<file path="src/rtl/l1ss_ltr_pkg.sv">
// Constants for the L1 substates and latency tolerance register bank
// Assumes 32-bit configuration dwords addressed by 12-bit byte offsets
package l1ss_ltr_pkg;

    // Bus shape
    localparam int ADDR_W = 12;
    localparam int DATA_W = 32;
    localparam int BE_W   = 4;
    localparam int WORD_LSB = 2;

    // Register offsets
    localparam logic [ADDR_W-1:0] OFF_LATENCY  = 12'h234;
    localparam logic [ADDR_W-1:0] OFF_CAP_HDR  = 12'h240;
    localparam logic [ADDR_W-1:0] OFF_CAP      = 12'h244;
    localparam logic [ADDR_W-1:0] OFF_CTRL_ONE = 12'h248;
    localparam logic [ADDR_W-1:0] OFF_CTRL_TWO = 12'h24c;

    // Latency dword fields
    localparam int SNOOP_VAL_LSB     = 0;
    localparam int SNOOP_SCALE_LSB   = 10;
    localparam int NOSNOOP_VAL_LSB   = 16;
    localparam int NOSNOOP_SCALE_LSB = 26;
    localparam int LAT_VAL_W         = 10;
    localparam int LAT_SCALE_W       = 3;
    localparam logic [LAT_VAL_W-1:0]   LAT_VAL_RESET   = 10'h000;
    localparam logic [LAT_SCALE_W-1:0] LAT_SCALE_RESET = 3'h0;

    // Capability header fields
    localparam int CAP_ID_LSB  = 0;
    localparam int CAP_ID_W    = 16;
    localparam int CAP_VER_LSB = 16;
    localparam int CAP_VER_W   = 4;
    localparam int NEXT_LSB    = 20;
    localparam int NEXT_W      = 12;
    localparam logic [CAP_ID_W-1:0]  CAP_ID      = 16'h001e;
    localparam logic [CAP_VER_W-1:0] CAP_VER     = 4'h1;
    localparam logic [NEXT_W-1:0]    NEXT_UP     = 12'h260;
    localparam logic [NEXT_W-1:0]    NEXT_DOWN   = 12'h250;

    // Capability and control bits
    localparam int PCIPM_L11_BIT = 1;
    localparam int ASPM_L11_BIT  = 3;
    localparam int L1SS_BIT      = 4;
    localparam logic PCIPM_L11_SUP_RESET = 1'b1;
    localparam logic ASPM_L11_SUP_RESET  = 1'b0;
    localparam logic L1SS_SUP_RESET      = 1'b1;
    localparam logic CTRL_EN_RESET       = 1'b0;
    localparam logic [DATA_W-1:0] CTRL_TWO_VALUE = 32'h0000_0000;

    // Access sequencer
    typedef enum logic [1:0] {
        ACC_IDLE   = 2'b01,
        ACC_ANSWER = 2'b10
    } access_state_t;

endpackage

</file>
<file path="src/rtl/rw_field.sv">
// Read-write field of a configuration dword with byte-lane writes
// Assumes the write strobe is a single-cycle pulse on mclk
`timescale 1ns/10ps

module rw_field #(
    parameter int            W     = 1,
    parameter int            LSB   = 0,
    parameter logic [W-1:0]  RESET = '0
) (
    // Clock and reset
    input  wire logic                            mclk,
    input  wire logic                            resetn,
    // Write side
    input  wire logic                            wr_en,
    input  wire logic [l1ss_ltr_pkg::BE_W-1:0]   wr_be,
    input  wire logic [l1ss_ltr_pkg::DATA_W-1:0] wr_data,
    // Field value
    output logic      [W-1:0]                    value
);

    typedef struct packed {
        logic [W-1:0] value;
    } field_state_t;

    field_state_t s_q;
    field_state_t s_d;
    logic [W-1:0] wmask;

    ////////////////////////////////////////////////////////////////////////
    // Byte lane of each bit
    generate
        for (genvar i = 0; i < W; i++) begin : g_mask
            assign wmask[i] = wr_be[(LSB + i) / 8];
        end
    endgenerate

    always_comb begin
        s_d = s_q;
        if (wr_en) begin
            s_d.value = (s_q.value & ~wmask) | (wr_data[LSB +: W] & wmask);
        end
    end

    always_ff @(posedge mclk or negedge resetn) begin
        if (!resetn) begin
            s_q <= '{value: RESET};
        end else begin
            s_q <= s_d;
        end
    end

    assign value = s_q.value;

endmodule // rw_field

</file>
<file path="src/rtl/cap_override.sv">
// Read-only capability bits whose defaults the loaders may replace
// Assumes the loader presents one-cycle load requests on mclk
`timescale 1ns/10ps

module cap_override (
    // Clock and reset
    input  wire logic mclk,
    input  wire logic resetn,
    // Loader side
    input  wire logic load_req,
    input  wire logic load_from_eeprom,
    input  wire logic load_pcipm_l11,
    input  wire logic load_aspm_l11,
    input  wire logic load_l1ss,
    // Capability bits
    output logic      pcipm_l11_sup,
    output logic      aspm_l11_sup,
    output logic      l1ss_sup
);

    typedef struct packed {
        logic pcipm;
        logic aspm;
        logic l1ss;
    } cap_state_t;

    cap_state_t s_q;
    cap_state_t s_d;

    ////////////////////////////////////////////////////////////////////////
    // Eeprom may set all three, serial loaders only the aspm bit
    always_comb begin
        s_d = s_q;
        if (load_req) begin
            s_d.aspm = load_aspm_l11;
            if (load_from_eeprom) begin
                s_d.pcipm = load_pcipm_l11;
                s_d.l1ss  = load_l1ss;
            end
        end
    end

    always_ff @(posedge mclk or negedge resetn) begin
        if (!resetn) begin
            s_q <= '{pcipm: l1ss_ltr_pkg::PCIPM_L11_SUP_RESET,
                     aspm:  l1ss_ltr_pkg::ASPM_L11_SUP_RESET,
                     l1ss:  l1ss_ltr_pkg::L1SS_SUP_RESET};
        end else begin
            s_q <= s_d;
        end
    end

    assign pcipm_l11_sup = s_q.pcipm;
    assign aspm_l11_sup  = s_q.aspm;
    assign l1ss_sup      = s_q.l1ss;

endmodule // cap_override

</file>
<file path="src/rtl/pcie_l1_substates_ltr_regs.sv">
// Latency tolerance upper half and L1 PM substates capability registers
// Assumes a simple configuration access port and a capability loader port
`timescale 1ns/10ps

module pcie_l1_substates_ltr_regs #(
    parameter bit IS_UPSTREAM = 1'b1
) (
    // Clock and reset
    input  wire logic                                mclk,
    input  wire logic                                resetn,
    // Configuration access
    input  wire logic                                cfg_req,
    input  wire logic                                cfg_we,
    input  wire logic [l1ss_ltr_pkg::ADDR_W-1:0]     cfg_addr,
    input  wire logic [l1ss_ltr_pkg::BE_W-1:0]       cfg_be,
    input  wire logic [l1ss_ltr_pkg::DATA_W-1:0]     cfg_wdata,
    output logic                                     cfg_ready,
    output logic                                     cfg_ack,
    output logic      [l1ss_ltr_pkg::DATA_W-1:0]     cfg_rdata,
    // Capability loader
    input  wire logic                                load_req,
    input  wire logic                                load_from_eeprom,
    input  wire logic                                load_pcipm_l11,
    input  wire logic                                load_aspm_l11,
    input  wire logic                                load_l1ss,
    // Values to the link logic
    output logic                                     pcipm_l11_en,
    output logic                                     aspm_l11_en,
    output logic      [l1ss_ltr_pkg::LAT_VAL_W-1:0]  snoop_value,
    output logic      [l1ss_ltr_pkg::LAT_SCALE_W-1:0] snoop_scale,
    output logic      [l1ss_ltr_pkg::LAT_VAL_W-1:0]  nosnoop_value,
    output logic      [l1ss_ltr_pkg::LAT_SCALE_W-1:0] nosnoop_scale
);

    localparam int DW = l1ss_ltr_pkg::DATA_W;
    localparam int WL = l1ss_ltr_pkg::WORD_LSB;
    localparam int AW = l1ss_ltr_pkg::ADDR_W;
    localparam logic [l1ss_ltr_pkg::NEXT_W-1:0] NEXT_PTR =
        IS_UPSTREAM ? l1ss_ltr_pkg::NEXT_UP : l1ss_ltr_pkg::NEXT_DOWN;

    typedef struct packed {
        l1ss_ltr_pkg::access_state_t state;
        logic [DW-1:0]               rdata;
    } main_state_t;

    main_state_t s_q;
    main_state_t s_d;

    logic          take;
    logic          hit_lat;
    logic          hit_hdr;
    logic          hit_cap;
    logic          hit_ctl1;
    logic          hit_ctl2;
    logic          wr_lat;
    logic          wr_ctl1;
    logic          pcipm_sup;
    logic          aspm_sup;
    logic          l1ss_sup;
    logic [DW-1:0] rd_word;

    ////////////////////////////////////////////////////////////////////////
    // Decode
    assign take     = cfg_req && (s_q.state == l1ss_ltr_pkg::ACC_IDLE);
    assign hit_lat  = IS_UPSTREAM &&
        (cfg_addr[AW-1:WL] == l1ss_ltr_pkg::OFF_LATENCY[AW-1:WL]);
    assign hit_hdr  =
        (cfg_addr[AW-1:WL] == l1ss_ltr_pkg::OFF_CAP_HDR[AW-1:WL]);
    assign hit_cap  =
        (cfg_addr[AW-1:WL] == l1ss_ltr_pkg::OFF_CAP[AW-1:WL]);
    assign hit_ctl1 =
        (cfg_addr[AW-1:WL] == l1ss_ltr_pkg::OFF_CTRL_ONE[AW-1:WL]);
    assign hit_ctl2 =
        (cfg_addr[AW-1:WL] == l1ss_ltr_pkg::OFF_CTRL_TWO[AW-1:WL]);
    assign wr_lat   = take && cfg_we && hit_lat;
    assign wr_ctl1  = take && cfg_we && hit_ctl1;

    ////////////////////////////////////////////////////////////////////////
    // Latency fields
    rw_field #(
        .W     (l1ss_ltr_pkg::LAT_VAL_W),
        .LSB   (l1ss_ltr_pkg::SNOOP_VAL_LSB),
        .RESET (l1ss_ltr_pkg::LAT_VAL_RESET)
    ) u_snoop_val (
        .mclk    (mclk),
        .resetn  (resetn),
        .wr_en   (wr_lat),
        .wr_be   (cfg_be),
        .wr_data (cfg_wdata),
        .value   (snoop_value)
    );

    rw_field #(
        .W     (l1ss_ltr_pkg::LAT_SCALE_W),
        .LSB   (l1ss_ltr_pkg::SNOOP_SCALE_LSB),
        .RESET (l1ss_ltr_pkg::LAT_SCALE_RESET)
    ) u_snoop_scale (
        .mclk    (mclk),
        .resetn  (resetn),
        .wr_en   (wr_lat),
        .wr_be   (cfg_be),
        .wr_data (cfg_wdata),
        .value   (snoop_scale)
    );

    rw_field #(
        .W     (l1ss_ltr_pkg::LAT_VAL_W),
        .LSB   (l1ss_ltr_pkg::NOSNOOP_VAL_LSB),
        .RESET (l1ss_ltr_pkg::LAT_VAL_RESET)
    ) u_nosnoop_val (
        .mclk    (mclk),
        .resetn  (resetn),
        .wr_en   (wr_lat),
        .wr_be   (cfg_be),
        .wr_data (cfg_wdata),
        .value   (nosnoop_value)
    );

    rw_field #(
        .W     (l1ss_ltr_pkg::LAT_SCALE_W),
        .LSB   (l1ss_ltr_pkg::NOSNOOP_SCALE_LSB),
        .RESET (l1ss_ltr_pkg::LAT_SCALE_RESET)
    ) u_nosnoop_scale (
        .mclk    (mclk),
        .resetn  (resetn),
        .wr_en   (wr_lat),
        .wr_be   (cfg_be),
        .wr_data (cfg_wdata),
        .value   (nosnoop_scale)
    );

    ////////////////////////////////////////////////////////////////////////
    // Control one enables
    rw_field #(
        .W     (1),
        .LSB   (l1ss_ltr_pkg::PCIPM_L11_BIT),
        .RESET (l1ss_ltr_pkg::CTRL_EN_RESET)
    ) u_pcipm_en (
        .mclk    (mclk),
        .resetn  (resetn),
        .wr_en   (wr_ctl1),
        .wr_be   (cfg_be),
        .wr_data (cfg_wdata),
        .value   (pcipm_l11_en)
    );

    rw_field #(
        .W     (1),
        .LSB   (l1ss_ltr_pkg::ASPM_L11_BIT),
        .RESET (l1ss_ltr_pkg::CTRL_EN_RESET)
    ) u_aspm_en (
        .mclk    (mclk),
        .resetn  (resetn),
        .wr_en   (wr_ctl1),
        .wr_be   (cfg_be),
        .wr_data (cfg_wdata),
        .value   (aspm_l11_en)
    );

    ////////////////////////////////////////////////////////////////////////
    // Loadable capability bits
    cap_override u_cap (
        .mclk             (mclk),
        .resetn           (resetn),
        .load_req         (load_req),
        .load_from_eeprom (load_from_eeprom),
        .load_pcipm_l11   (load_pcipm_l11),
        .load_aspm_l11    (load_aspm_l11),
        .load_l1ss        (load_l1ss),
        .pcipm_l11_sup    (pcipm_sup),
        .aspm_l11_sup     (aspm_sup),
        .l1ss_sup         (l1ss_sup)
    );

    ////////////////////////////////////////////////////////////////////////
    // Read mux, reserved and unmapped bits read zero
    always_comb begin
        rd_word = '0;
        if (hit_lat) begin
            rd_word[l1ss_ltr_pkg::SNOOP_VAL_LSB +: l1ss_ltr_pkg::LAT_VAL_W] =
                snoop_value;
            rd_word[l1ss_ltr_pkg::SNOOP_SCALE_LSB +:
                    l1ss_ltr_pkg::LAT_SCALE_W] = snoop_scale;
            rd_word[l1ss_ltr_pkg::NOSNOOP_VAL_LSB +:
                    l1ss_ltr_pkg::LAT_VAL_W] = nosnoop_value;
            rd_word[l1ss_ltr_pkg::NOSNOOP_SCALE_LSB +:
                    l1ss_ltr_pkg::LAT_SCALE_W] = nosnoop_scale;
        end else if (hit_hdr) begin
            rd_word[l1ss_ltr_pkg::CAP_ID_LSB +: l1ss_ltr_pkg::CAP_ID_W] =
                l1ss_ltr_pkg::CAP_ID;
            rd_word[l1ss_ltr_pkg::CAP_VER_LSB +: l1ss_ltr_pkg::CAP_VER_W] =
                l1ss_ltr_pkg::CAP_VER;
            rd_word[l1ss_ltr_pkg::NEXT_LSB +: l1ss_ltr_pkg::NEXT_W] =
                NEXT_PTR;
        end else if (hit_cap) begin
            rd_word[l1ss_ltr_pkg::PCIPM_L11_BIT] = pcipm_sup;
            rd_word[l1ss_ltr_pkg::ASPM_L11_BIT]  = aspm_sup;
            rd_word[l1ss_ltr_pkg::L1SS_BIT]      = l1ss_sup;
        end else if (hit_ctl1) begin
            rd_word[l1ss_ltr_pkg::PCIPM_L11_BIT] = pcipm_l11_en;
            rd_word[l1ss_ltr_pkg::ASPM_L11_BIT]  = aspm_l11_en;
        end else if (hit_ctl2) begin
            rd_word = l1ss_ltr_pkg::CTRL_TWO_VALUE;
        end
    end

    ////////////////////////////////////////////////////////////////////////
    // Access sequencer
    always_comb begin
        s_d = s_q;
        case (s_q.state)
            l1ss_ltr_pkg::ACC_IDLE: begin
                if (take) begin
                    s_d.state = l1ss_ltr_pkg::ACC_ANSWER;
                    s_d.rdata = cfg_we ? '0 : rd_word;
                end
            end
            l1ss_ltr_pkg::ACC_ANSWER: begin
                s_d.state = l1ss_ltr_pkg::ACC_IDLE;
            end
            default: begin
                s_d.state = l1ss_ltr_pkg::ACC_IDLE;
            end
        endcase
    end

    always_ff @(posedge mclk or negedge resetn) begin
        if (!resetn) begin
            s_q <= '{state: l1ss_ltr_pkg::ACC_IDLE, rdata: '0};
        end else begin
            s_q <= s_d;
        end
    end

    assign cfg_ready = (s_q.state == l1ss_ltr_pkg::ACC_IDLE);
    assign cfg_ack   = (s_q.state == l1ss_ltr_pkg::ACC_ANSWER);
    assign cfg_rdata = s_q.rdata;

endmodule // pcie_l1_substates_ltr_regs

</file>
<file path="config.mk">
export PLATFORM = sky130hd
export DESIGN_NAME = pcie_l1_substates_ltr_regs
export DESIGN_NICKNAME = d
export VERILOG_FILES = /design/src/rtl/l1ss_ltr_pkg.sv /design/src/rtl/rw_field.sv /design/src/rtl/cap_override.sv /design/src/rtl/pcie_l1_substates_ltr_regs.sv
export SDC_FILE = /design/constraint.sdc
export NUM_CORES = 1
export LEC_CHECK = 0
export BUFFER_PORTS_ARGS = -buffer_cell sky130_fd_sc_hd__buf_2
export CAP_MARGIN = 20
export CORE_MARGIN = 5
export CORE_UTILIZATION = 39
export CTS_BUF_LIST = sky130_fd_sc_hd__clkbuf_4 sky130_fd_sc_hd__clkbuf_8
export DETAILED_ROUTE_END_ITERATION = 12
export GPL_TIMING_DRIVEN = 0
export PLACE_DENSITY = 0.78
export SLEW_MARGIN = 20
export SYNTH_ARGS = -nofsm -noshare
export SYNTH_HDL_FRONTEND = slang
export SYNTH_SLANG_ARGS = --single-unit
</file>
<file path="constraint.sdc">
create_clock -name mclk -period 1.6 [get_ports mclk]
set_input_delay 0.16 -clock mclk [delete_from_list [all_inputs] [get_ports mclk]]
set_output_delay 0.16 -clock mclk [all_outputs]
set_load 0.05 [all_outputs]
</file>
==> reports/metrics.cfg, run 1 <==
[clock_network]
cts_tree=done
clkTransAtPathRegs_ns=0.06
cts_sinks=60
clk_path_buf_depth=2
h-tree-depth=3
root_buffer=clkbuf_8
clk_latency_ns=0.32
cts_made_buffers=9

[routing]
drc=0
vias_per_cell=4.90
via_count=2060
drt_iter0_drc=50
wire_per_inst_um=15.9
antenna_left=0
dr.pass1.iters=4
drt-total-wl_um=6670

[synth]
synth_edf_count=0
ys_seq_area_frac=0.561
synthCells=208
synth_top_family_by_area=multiplexers
synthMuxAreaShare=0.126
async_flop_share=1.00
synth_area_leaders=dfrtp_1 53%, mux2_2 10%, buf_4 8.9%, a22o_1 6.2%, dfstp_2 2.9%
yosysWarnings=0
synth_top_area_frac=0.531
ys_seq_elements=60
synth_cell_type_count=34
yosysTopAreaCell=dfrtp_1
synth_most_common_cell=dfrtp_1
syn_area_mm2=0.00269
yosys.area_share.simple=0.114
synth_ff_type=dfrtp_1
avgSynthCellArea_um2=12.9
synth_fa_ha_area_frac=0
synthTopCellsByCount=57 x dfrtp_1, 32 x buf_4, 25 x mux2_2
synth_compound_area_frac=0.0941
synth_xor_area_frac=0

[timing]
finalCriticalPeriod_ns=1.65
worst_pin_slew_ns=0.753
finalWorstSetupSlack_ns=-0.0467
slew_headroom=0.498
rsz0062_at_grt=yes
final-hold-violation-count=0
fin_skew_ns=0.00713
clock.fmax_mhz=607
drv_slew=0
setup_viol=2
period_share=1.03
setup_tns_ns=-0.0564

[die]
die-area_mm2=0.00864
io_pins=119
row_count=30
fp.dieH_um=93.0
core_region_area_mm2=0.00676
initial_core_util=0.397
chipWidth_um=93.0

[flow_run]
cap_violations=0

[pwr]
p_leak_uw=0.00210
p_per_area_mw_per_mm2=871
power.internal_uw=2370
switching_share=0.257
switchingPower_uw=818
pwr-share-clk=0.378
irDropWorstVdd_uv=476
pwr-share-comb=0.128
p_seq_frac=0.495

[global_routing]
grt_pass1_vias=2157
grt_pass1_wl_um=10800
grt-ovfl-total=0
grtUsageTotal=0.162
grt_max_degree=61
antenna_found_initial=0

[final_layout]
insertedDiodeCount=0
fin_cells=420
drive_gt1_frac=0.615
syn2layout_area_growth_pct=36.2
nNetsFinal=394

[setup_path]
r2r_setup_slack_ns=-0.05
cp-startpoint=s_q[32]$_DFFE_PN1P_
regToRegStartpoint=s_q[32]$_DFFE_PN1P_
crit_fanout=5
worstPathArrival_ns=1.85
cp_data_required_time_ns=1.80
r2r_cells=5
crit_type=flip-flop to flip-flop
setup.worst_path.start_class=flip-flop
end_kind=flip-flop

[status]
violations=setup timing
status=finished, violations left

[worst_hold_path]
hp-class=primary input to flip-flop
hp-start=load_req

[placement]
portBuffers=104
placed_cells=396
place_congestion=0.814
hpwl_um=4980

[metal layers]
metal	wire, um	up-vias	track usage
li1	-	972	-
met1	2750	1007	0.200
met2	3390	65	0.272
met3	364	16	0.0362
met4	162	0	0.0708
met5	0	-	0
[final cells by class]
cell class	count	area (um^2)
flip-flops and latches	60	1510
repair buffers	114	601
fillers	610	3100
well taps	80	100
clock inverters	2	10.0
plain buffers	38	285
clock buffers	12	165
inverters	4	20.0
multi-input cells	110	970
[logic make-up after synthesis]
family,after synthesis
AO/OA/AOI/OAI,34
buffers and inverters,42
flip-flops,60
multiplexers,30
other,1
AND/OR/NAND/NOR,41
[repair_timing]
item,in CTS,in global routing
buffers inserted,9,1
pin swaps,3,4
hold endpoints to repair,57,0
hold buffers,1,0
resized for setup,10,12
endpoints found under the setup margin,52,55
[metrics by stage]
step           utilization  hold WS (ns)  total power, uW  setup WS, ns  instance area, um^2
2_1_floorplan            -        -0.136             1820        -0.140                 2720
3_3_place_gp         0.494         0.380             1970        -0.522                 3340
3_5_place_dp         0.494         0.280             1980        -0.557                 3340
4_1_cts              0.537        0.0374             3220       -0.0628                 3630
5_1_grt              0.541        0.0560             3330        -0.129                 3660
6_report             0.541        0.0518             3180       -0.0467                 3660
[critical path: stages, from the launching register on]
cell and delay, ns:
dfstp_2 0.54, nand3b_1 0.16, clkinv_4 0.11, and4_1 0.19, nand4b_1 0.19, mux2_4 0.35
[layout by cell type (no fill, tap or decap), types with 3 or more instances in the layout]
master	instances
conb_1	5
mux2_2	24
inv_1	3
nand2_1	10
dfrtp_1	57
o21ai_0	3
nand4_4	3
buf_2	105
a21oi_1	9
clkbuf_8	12
nand2b_1	4
mux2_4	6
a22o_1	19
dfstp_2	3
buf_4	42
[power by group through the flow]
stage	Sequential, uW	Clock (uW)	Combinational (uW)
global route	1580	1310	442
CTS	1570	1240	407
detailed placement	1600	0	375
global placement	1600	0	369
floorplan	1600	0	219
finish	1580	1200	406
[how the worst min path moves through the flow]
stage	end	slack, ns	cells after the start
after floorplan	async pin	-0.14	0
after global placement	flip-flop	0.38	2
after detailed placement	cfg_rdata[22]$_DFFE_PN0P_	0.28	1
after CTS	u_cap.aspm_l11_sup$_DFFE_PN0P_	0.04	2
after global routing	flip-flop	0.06	2
final	u_cap.aspm_l11_sup$_DFFE_PN0P_	0.05	2
(Power assumes the default switching activity.)
==> inputs of run 2 (changes only) <==
--- a/config.mk
+++ b/config.mk
@@ -7,6 +7,7 @@
 export LEC_CHECK = 0
 export BUFFER_PORTS_ARGS = -buffer_cell sky130_fd_sc_hd__buf_2
 export CAP_MARGIN = 20
+export CORE_ASPECT_RATIO = 1.1
 export CORE_MARGIN = 5
 export CORE_UTILIZATION = 39
 export CTS_BUF_LIST = sky130_fd_sc_hd__clkbuf_4 sky130_fd_sc_hd__clkbuf_8
==> constraint.sdc (replaced) <==
create_clock -name mclk -period 1.6 [get_ports mclk]
set_input_delay 0 -clock mclk [delete_from_list [all_inputs] [get_ports mclk]]
set_output_delay 0 -clock mclk [all_outputs]
set_load 0.05 [all_outputs]
==> reports/metrics.cfg, run 2 (same netlist as run 1, synthesis figures left out) <==
[status]
status=finished, violations left
violations=setup timing

[clock_network]
cts_made_buffers=9  ; unchanged
h-tree-depth=3  ; unchanged
root_buffer=clkbuf_8
cts_sinks=60  ; unchanged
clk_latency_ns=0.33  ; about the same
cts_tree=done
clkTransAtPathRegs_ns=0.06  ; about the same
clk_path_buf_depth=2  ; unchanged

[setup_path]
worst-path-buf-inv=1  ; unchanged
cp_data_required_time_ns=1.81  ; about the same
crit_fanout=6  ; +1
end_kind=flip-flop
cpPeakStageDelay_ns=0.54  ; about the same
setup.worst_path.start_class=flip-flop
crit_type=flip-flop to flip-flop
crit_slowest_cell=dfstp_2
path_delay_family=simple AND/OR/NAND/NOR gates
r2r_setup_slack_ns=-0.08  ; -0.03 ns
worstPathArrival_ns=1.89  ; +0.04 ns
path_cells=nand3b_1 > clkinv_4 > and4_1 > nand4b_1 > mux2_2

[timing]
fin_skew_ns=0.00790  ; +0.000774 ns
slew_headroom=0.511  ; +0.0127
finalCriticalPeriod_ns=1.68  ; +0.0302 ns
final-hold-violation-count=0  ; unchanged
finalWorstSetupSlack_ns=-0.0769  ; -0.0302 ns
worst_pin_slew_ns=0.734  ; -0.0190 ns
period_share=1.05  ; +0.0189
clock.fmax_mhz=596  ; -1.8%
rsz0062_at_grt=yes
drv_slew=0  ; unchanged
setup_viol=18  ; +16

[routing]
via_count=2179  ; +5.8%
drt_iter0_drc=41  ; -18%
drt-total-wl_um=6710  ; +0.54%
antenna_left=0  ; unchanged
drc=0  ; unchanged
vias_per_cell=4.79  ; -2.4%
dr.pass1.iters=4  ; unchanged
wire_per_inst_um=14.7  ; -7.2%

[global_routing]
antenna_found_initial=0  ; unchanged
grtUsageTotal=0.159  ; -0.00269
grt-ovfl-total=0  ; unchanged
grt_max_degree=61  ; unchanged
grt_pass1_wl_um=10800  ; -0.25%
grt_pass1_vias=2237  ; +3.7%

[die]
fp.dieH_um=97.0  ; +4.4%
initial_core_util=0.405  ; +0.00742
io_pins=119  ; unchanged
chipWidth_um=89.1  ; -4.2%
die-area_mm2=0.00865  ; about the same
core_region_area_mm2=0.00663  ; -1.8%
row_count=31  ; +3.3%

[worst_hold_path]
hp-class=primary input to flip-flop

[placement]
place_congestion=0.817  ; +0.38%
portBuffers=104  ; unchanged
hpwl_um=4830  ; -3.0%
preCtsSetupSlack_ns=-0.354  ; +0.203 ns

[final_layout]
insertedDiodeCount=0  ; unchanged
final_common_cell=buf_2
fin_util=0.603  ; +0.0620
mostFrequentLayoutCells=104 x buf_2, 57 x dfrtp_1, 42 x buf_4
nNetsFinal=425  ; +7.9%
drive_gt1_frac=0.563  ; -0.0517
syn2layout_area_growth_pct=49.0

[pwr]
p_per_area_mw_per_mm2=848  ; -2.6%
p_leak_uw=0.00223  ; +6.0%
irDropWorstVdd_uv=491  ; +3.2%

[flow_run]
cap_violations=0  ; unchanged

run 2: cell types whose count changed in the layout (fill, tap and decap cells not counted), sizes merged:
cell and delta:
dlygate4sd3 +31, clkinv +1, bufinv +1, clkbuf -2
clkinvlp +2
run 2: tightest hold or removal path: stages:
cell     delay [ns]
buf_2          0.13
or3_1          0.12
o41ai_1        0.06
run 2: power breakdown:
group / internal, uW / leakage [uW] / total (uW) / switching [uW]
clock network: 758 / 0.0000983 / 1340 / 587
registers: 1560 / 0.000822 / 1570 / 18.1
logic: 206 / 0.00131 / 475 / 269
total: 2520 / 0.00223 / 3390 / 874
run 2: layout make-up:
class,count,area [um^2]
timing repair buffer,145,911
inverter,4,20.0
clock buffer,10,138
buffer,38,298
fill,540,2630
sequential,60,1510
clock inverter,6,63.8
tap,82,103
multi-input combinational,110,962
run 2: worst paths after layout:
kind	startpoint	to	cells after the start
min in group asynchronous	resetn	async pin	2
worst min-delay path	cfg_addr[2]	cfg_rdata[29]$_DFFE_PN0P_	3
worst max register to register	s_q[32]$_DFFE_PN1P_	flip-flop	5
worst max-delay path	s_q[32]$_DFFE_PN1P_	flip-flop	5
worst min register to register	cfg_rdata[4]$_DFFE_PN0P_	cfg_rdata[4]$_DFFE_PN0P_	2
max in group asynchronous	resetn	u_cap.aspm_l11_sup$_DFFE_PN0P_	2
run 2: metal layers:
| metal | track usage | vias up | part of all wire |
|---|---|---|---|
| li1 | - | 1043 | - |
| met1 | 0.197 | 1042 | 0.40 |
| met2 | 0.265 | 84 | 0.50 |
| met3 | 0.0416 | 10 | 0.085 |
| met4 | 0.0550 | 0 | 0.012 |
| met5 | 0 | - | 0 |
run 2: what timing repair did:
item                       CTS  global route
gates resized for setup     13            16
setup endpoints to repair   45            54
pin swaps                    3             4
hold endpoints to repair    89             0
setup buffers                5             4
hold buffers                32             0
run 2: metrics by stage:
step | hold WS (ns) | instances | cell area [um^2] | power [uW] | setup TNS, ns
finish | 0.0252 | 455 | 4000 | 3390 | -0.638
global route | 0.0167 | 455 | 4000 | 3540 | -2.61
CTS | 0.00396 | 451 | 3930 | 3420 | -0.765
detailed placement | 0.117 | 398 | 3330 | 1970 | -13.32
global placement | 0.216 | 398 | 3320 | 1960 | -13.10
floorplan | -0.296 | 212 | 2700 | 1820 | 0
==> inputs of run 3 (changes only) <==
--- a/config.mk
+++ b/config.mk
@@ -13,6 +13,7 @@
 export CTS_BUF_LIST = sky130_fd_sc_hd__clkbuf_4 sky130_fd_sc_hd__clkbuf_8
 export DETAILED_ROUTE_END_ITERATION = 12
 export GPL_TIMING_DRIVEN = 0
+export MAX_ROUTING_LAYER = met4
 export PLACE_DENSITY = 0.78
 export SLEW_MARGIN = 20
 export SYNTH_ARGS = -nofsm -noshare
==> reports/metrics.cfg, run 3 (same netlist as run 1, synthesis figures left out) <==
[timing]
setup_tns_ns=-0.623  ; +0.0151 ns
clock.fmax_mhz=596  ; about the same
finalCriticalPeriod_ns=1.68  ; +0.0000150 ns
setup_viol=18  ; unchanged
slew_headroom=0.511  ; about the same
rsz0062_at_grt=yes
fin_skew_ns=0.00792  ; +0.0000145 ns
worst_pin_slew_ns=0.733  ; -0.000300 ns
period_share=1.05  ; about the same
finalWorstSetupSlack_ns=-0.0769  ; -0.0000150 ns
final-hold-violation-count=0  ; unchanged
drv_slew=0  ; unchanged

[clock_network]
clk_latency_ns=0.33  ; about the same
cts_made_buffers=9  ; unchanged
clk_path_buf_depth=2  ; unchanged
cts_sinks=60  ; unchanged
cts_tree=done
clkTransAtPathRegs_ns=0.06  ; about the same
h-tree-depth=3  ; unchanged
root_buffer=clkbuf_8

[final_layout]
insertedDiodeCount=0  ; unchanged
mostFrequentLayoutCells=104 x buf_2, 57 x dfrtp_1, 42 x buf_4
design_area_mm2=0.00400  ; unchanged
drive_gt1_frac=0.563  ; unchanged
syn2layout_area_growth_pct=49.0  ; unchanged
final_common_cell=buf_2
fill_cells=540  ; unchanged
fin_cells=455  ; unchanged
nNetsFinal=425  ; unchanged

[pwr]
irDropWorstVdd_uv=489  ; -0.44%
p_per_area_mw_per_mm2=848  ; about the same
design_power_total_uw=3390  ; about the same
p_leak_uw=0.00223  ; unchanged

[status]
violations=setup timing
status=finished, violations left

[routing]
via_count=2174  ; -0.23%
drc=0  ; unchanged
drt-total-wl_um=6720  ; about the same
antenna_left=0  ; unchanged
wire_per_inst_um=14.8  ; about the same
drt_iter0_drc=54  ; +32%
vias_per_cell=4.78  ; -0.23%
dr.pass1.iters=4  ; unchanged

[worst_hold_path]
hold_depth=3  ; unchanged
hp-class=primary input to flip-flop
hp-start=cfg_addr[2]
hold-path-endpoint=cfg_rdata[29]$_DFFE_PN0P_

[placement]
portBuffers=104  ; unchanged
placed_cells=398  ; unchanged
place_congestion=0.829  ; +1.5%
hpwl_um=4830  ; unchanged
placed_area_mm2=0.00333  ; unchanged

[die]
core_region_area_mm2=0.00663  ; unchanged
io_pins=119  ; unchanged
fp.dieH_um=97.0  ; unchanged
chipWidth_um=89.1  ; unchanged
row_count=31  ; unchanged
initial_core_util=0.405  ; unchanged
die-area_mm2=0.00865  ; unchanged

[setup_path]
end_kind=flip-flop
r2r_setup_slack_ns=-0.08  ; about the same
cp_data_required_time_ns=1.81  ; about the same
crit_fanout=6  ; unchanged
cpPeakStageDelay_ns=0.54  ; about the same
worstPathArrival_ns=1.88  ; about the same
crit_slowest_cell=dfstp_2
setup.worst_path.start_class=flip-flop
r2r_cells=5  ; unchanged
regToRegStartpoint=s_q[32]$_DFFE_PN1P_
worst-path-buf-inv=1  ; unchanged
path_cells=nand3b_1 > clkinv_4 > and4_1 > nand4b_1 > mux2_2
crit_type=flip-flop to flip-flop
path_delay_family=simple AND/OR/NAND/NOR gates

[global_routing]
grt-ovfl-total=0  ; unchanged
grt_max_degree=61  ; unchanged
grtUsageTotal=0.164  ; +0.00452
antenna_found_initial=0  ; unchanged
grt_pass1_wl_um=10800  ; unchanged
grt_pass1_vias=2240  ; +0.13%

[flow_run]
cap_violations=0  ; unchanged

[run 3: worst max-delay path by stage]
stage,startpoint,to,slack [ns],cells after the start
after floorplan,cfg_addr[6],flip-flop,0.02,4
after global placement,cfg_addr[6],flip-flop,-0.35,5
after detailed placement,cfg_addr[6],flip-flop,-0.35,5
after CTS,s_q[32]$_DFFE_PN1P_,flip-flop,-0.07,5
after global routing,s_q[32]$_DFFE_PN1P_,flip-flop,-0.13,5
final,s_q[32]$_DFFE_PN1P_,flip-flop,-0.08,5
[run 3: power by group]
group	switching, uW	internal (uW)
combinational	269	206
clock	588	758
sequential	18.1	1560
[run 3: through the flow]
step	worst slack (ns)	utilization	hold slack (ns)
after floorplan	0.0155	-	-0.296
after global placement	-0.347	0.501	0.216
after detailed placement	-0.354	0.502	0.117
after CTS	-0.0672	0.592	0.00396
after global routing	-0.133	0.603	0.0167
final	-0.0769	0.603	0.0262
[run 3: worst reg2reg max path: cells and delay by family, from the launching register on]
kind,cells,cell delay (ns)
multiplexers,1,0.32
buffers and inverters,1,0.13
flip-flops,1,0.54
AND/OR/NAND/NOR,3,0.56
[run 3: layout make-up]
class / instances / area (um^2) / share of cell area
repair buffers: 145 / 911 / 0.228
clock buffers: 10 / 138 / 0.0344
well taps: 82 / 103 / 0.0256
multi-input cells: 110 / 962 / 0.241
clock inverters: 6 / 63.8 / 0.0160
plain buffers: 38 / 298 / 0.0744
inverters: 4 / 20.0 / 0.00500
flip-flops and latches: 60 / 1510 / 0.376
[run 3: timing repair]
| item | CTS | global route |
|---|---|---|
| gates cloned | 0 | 0 |
| endpoints found under the hold margin | 89 | 0 |
| pin swaps | 3 | 4 |
| endpoints found under the setup margin | 45 | 54 |
| buffers inserted | 5 | 4 |
| gates resized for setup | 13 | 16 |
| hold buffers | 32 | 0 |
[run 3: per-layer routing]
| metal | share of wire | vias to the layer above | wire length (um) | GRT usage |
|---|---|---|---|---|
| met1 | 0.41 | 1042 | 2760 | 0.202 |
| met4 | 0.0089 | 0 | 60 | 0.0550 |
| met2 | 0.50 | 82 | 3380 | 0.264 |
| met3 | 0.077 | 8 | 515 | 0.0340 |
| met5 | 0 | - | 0 | - |
| li1 | - | 1042 | - | - |
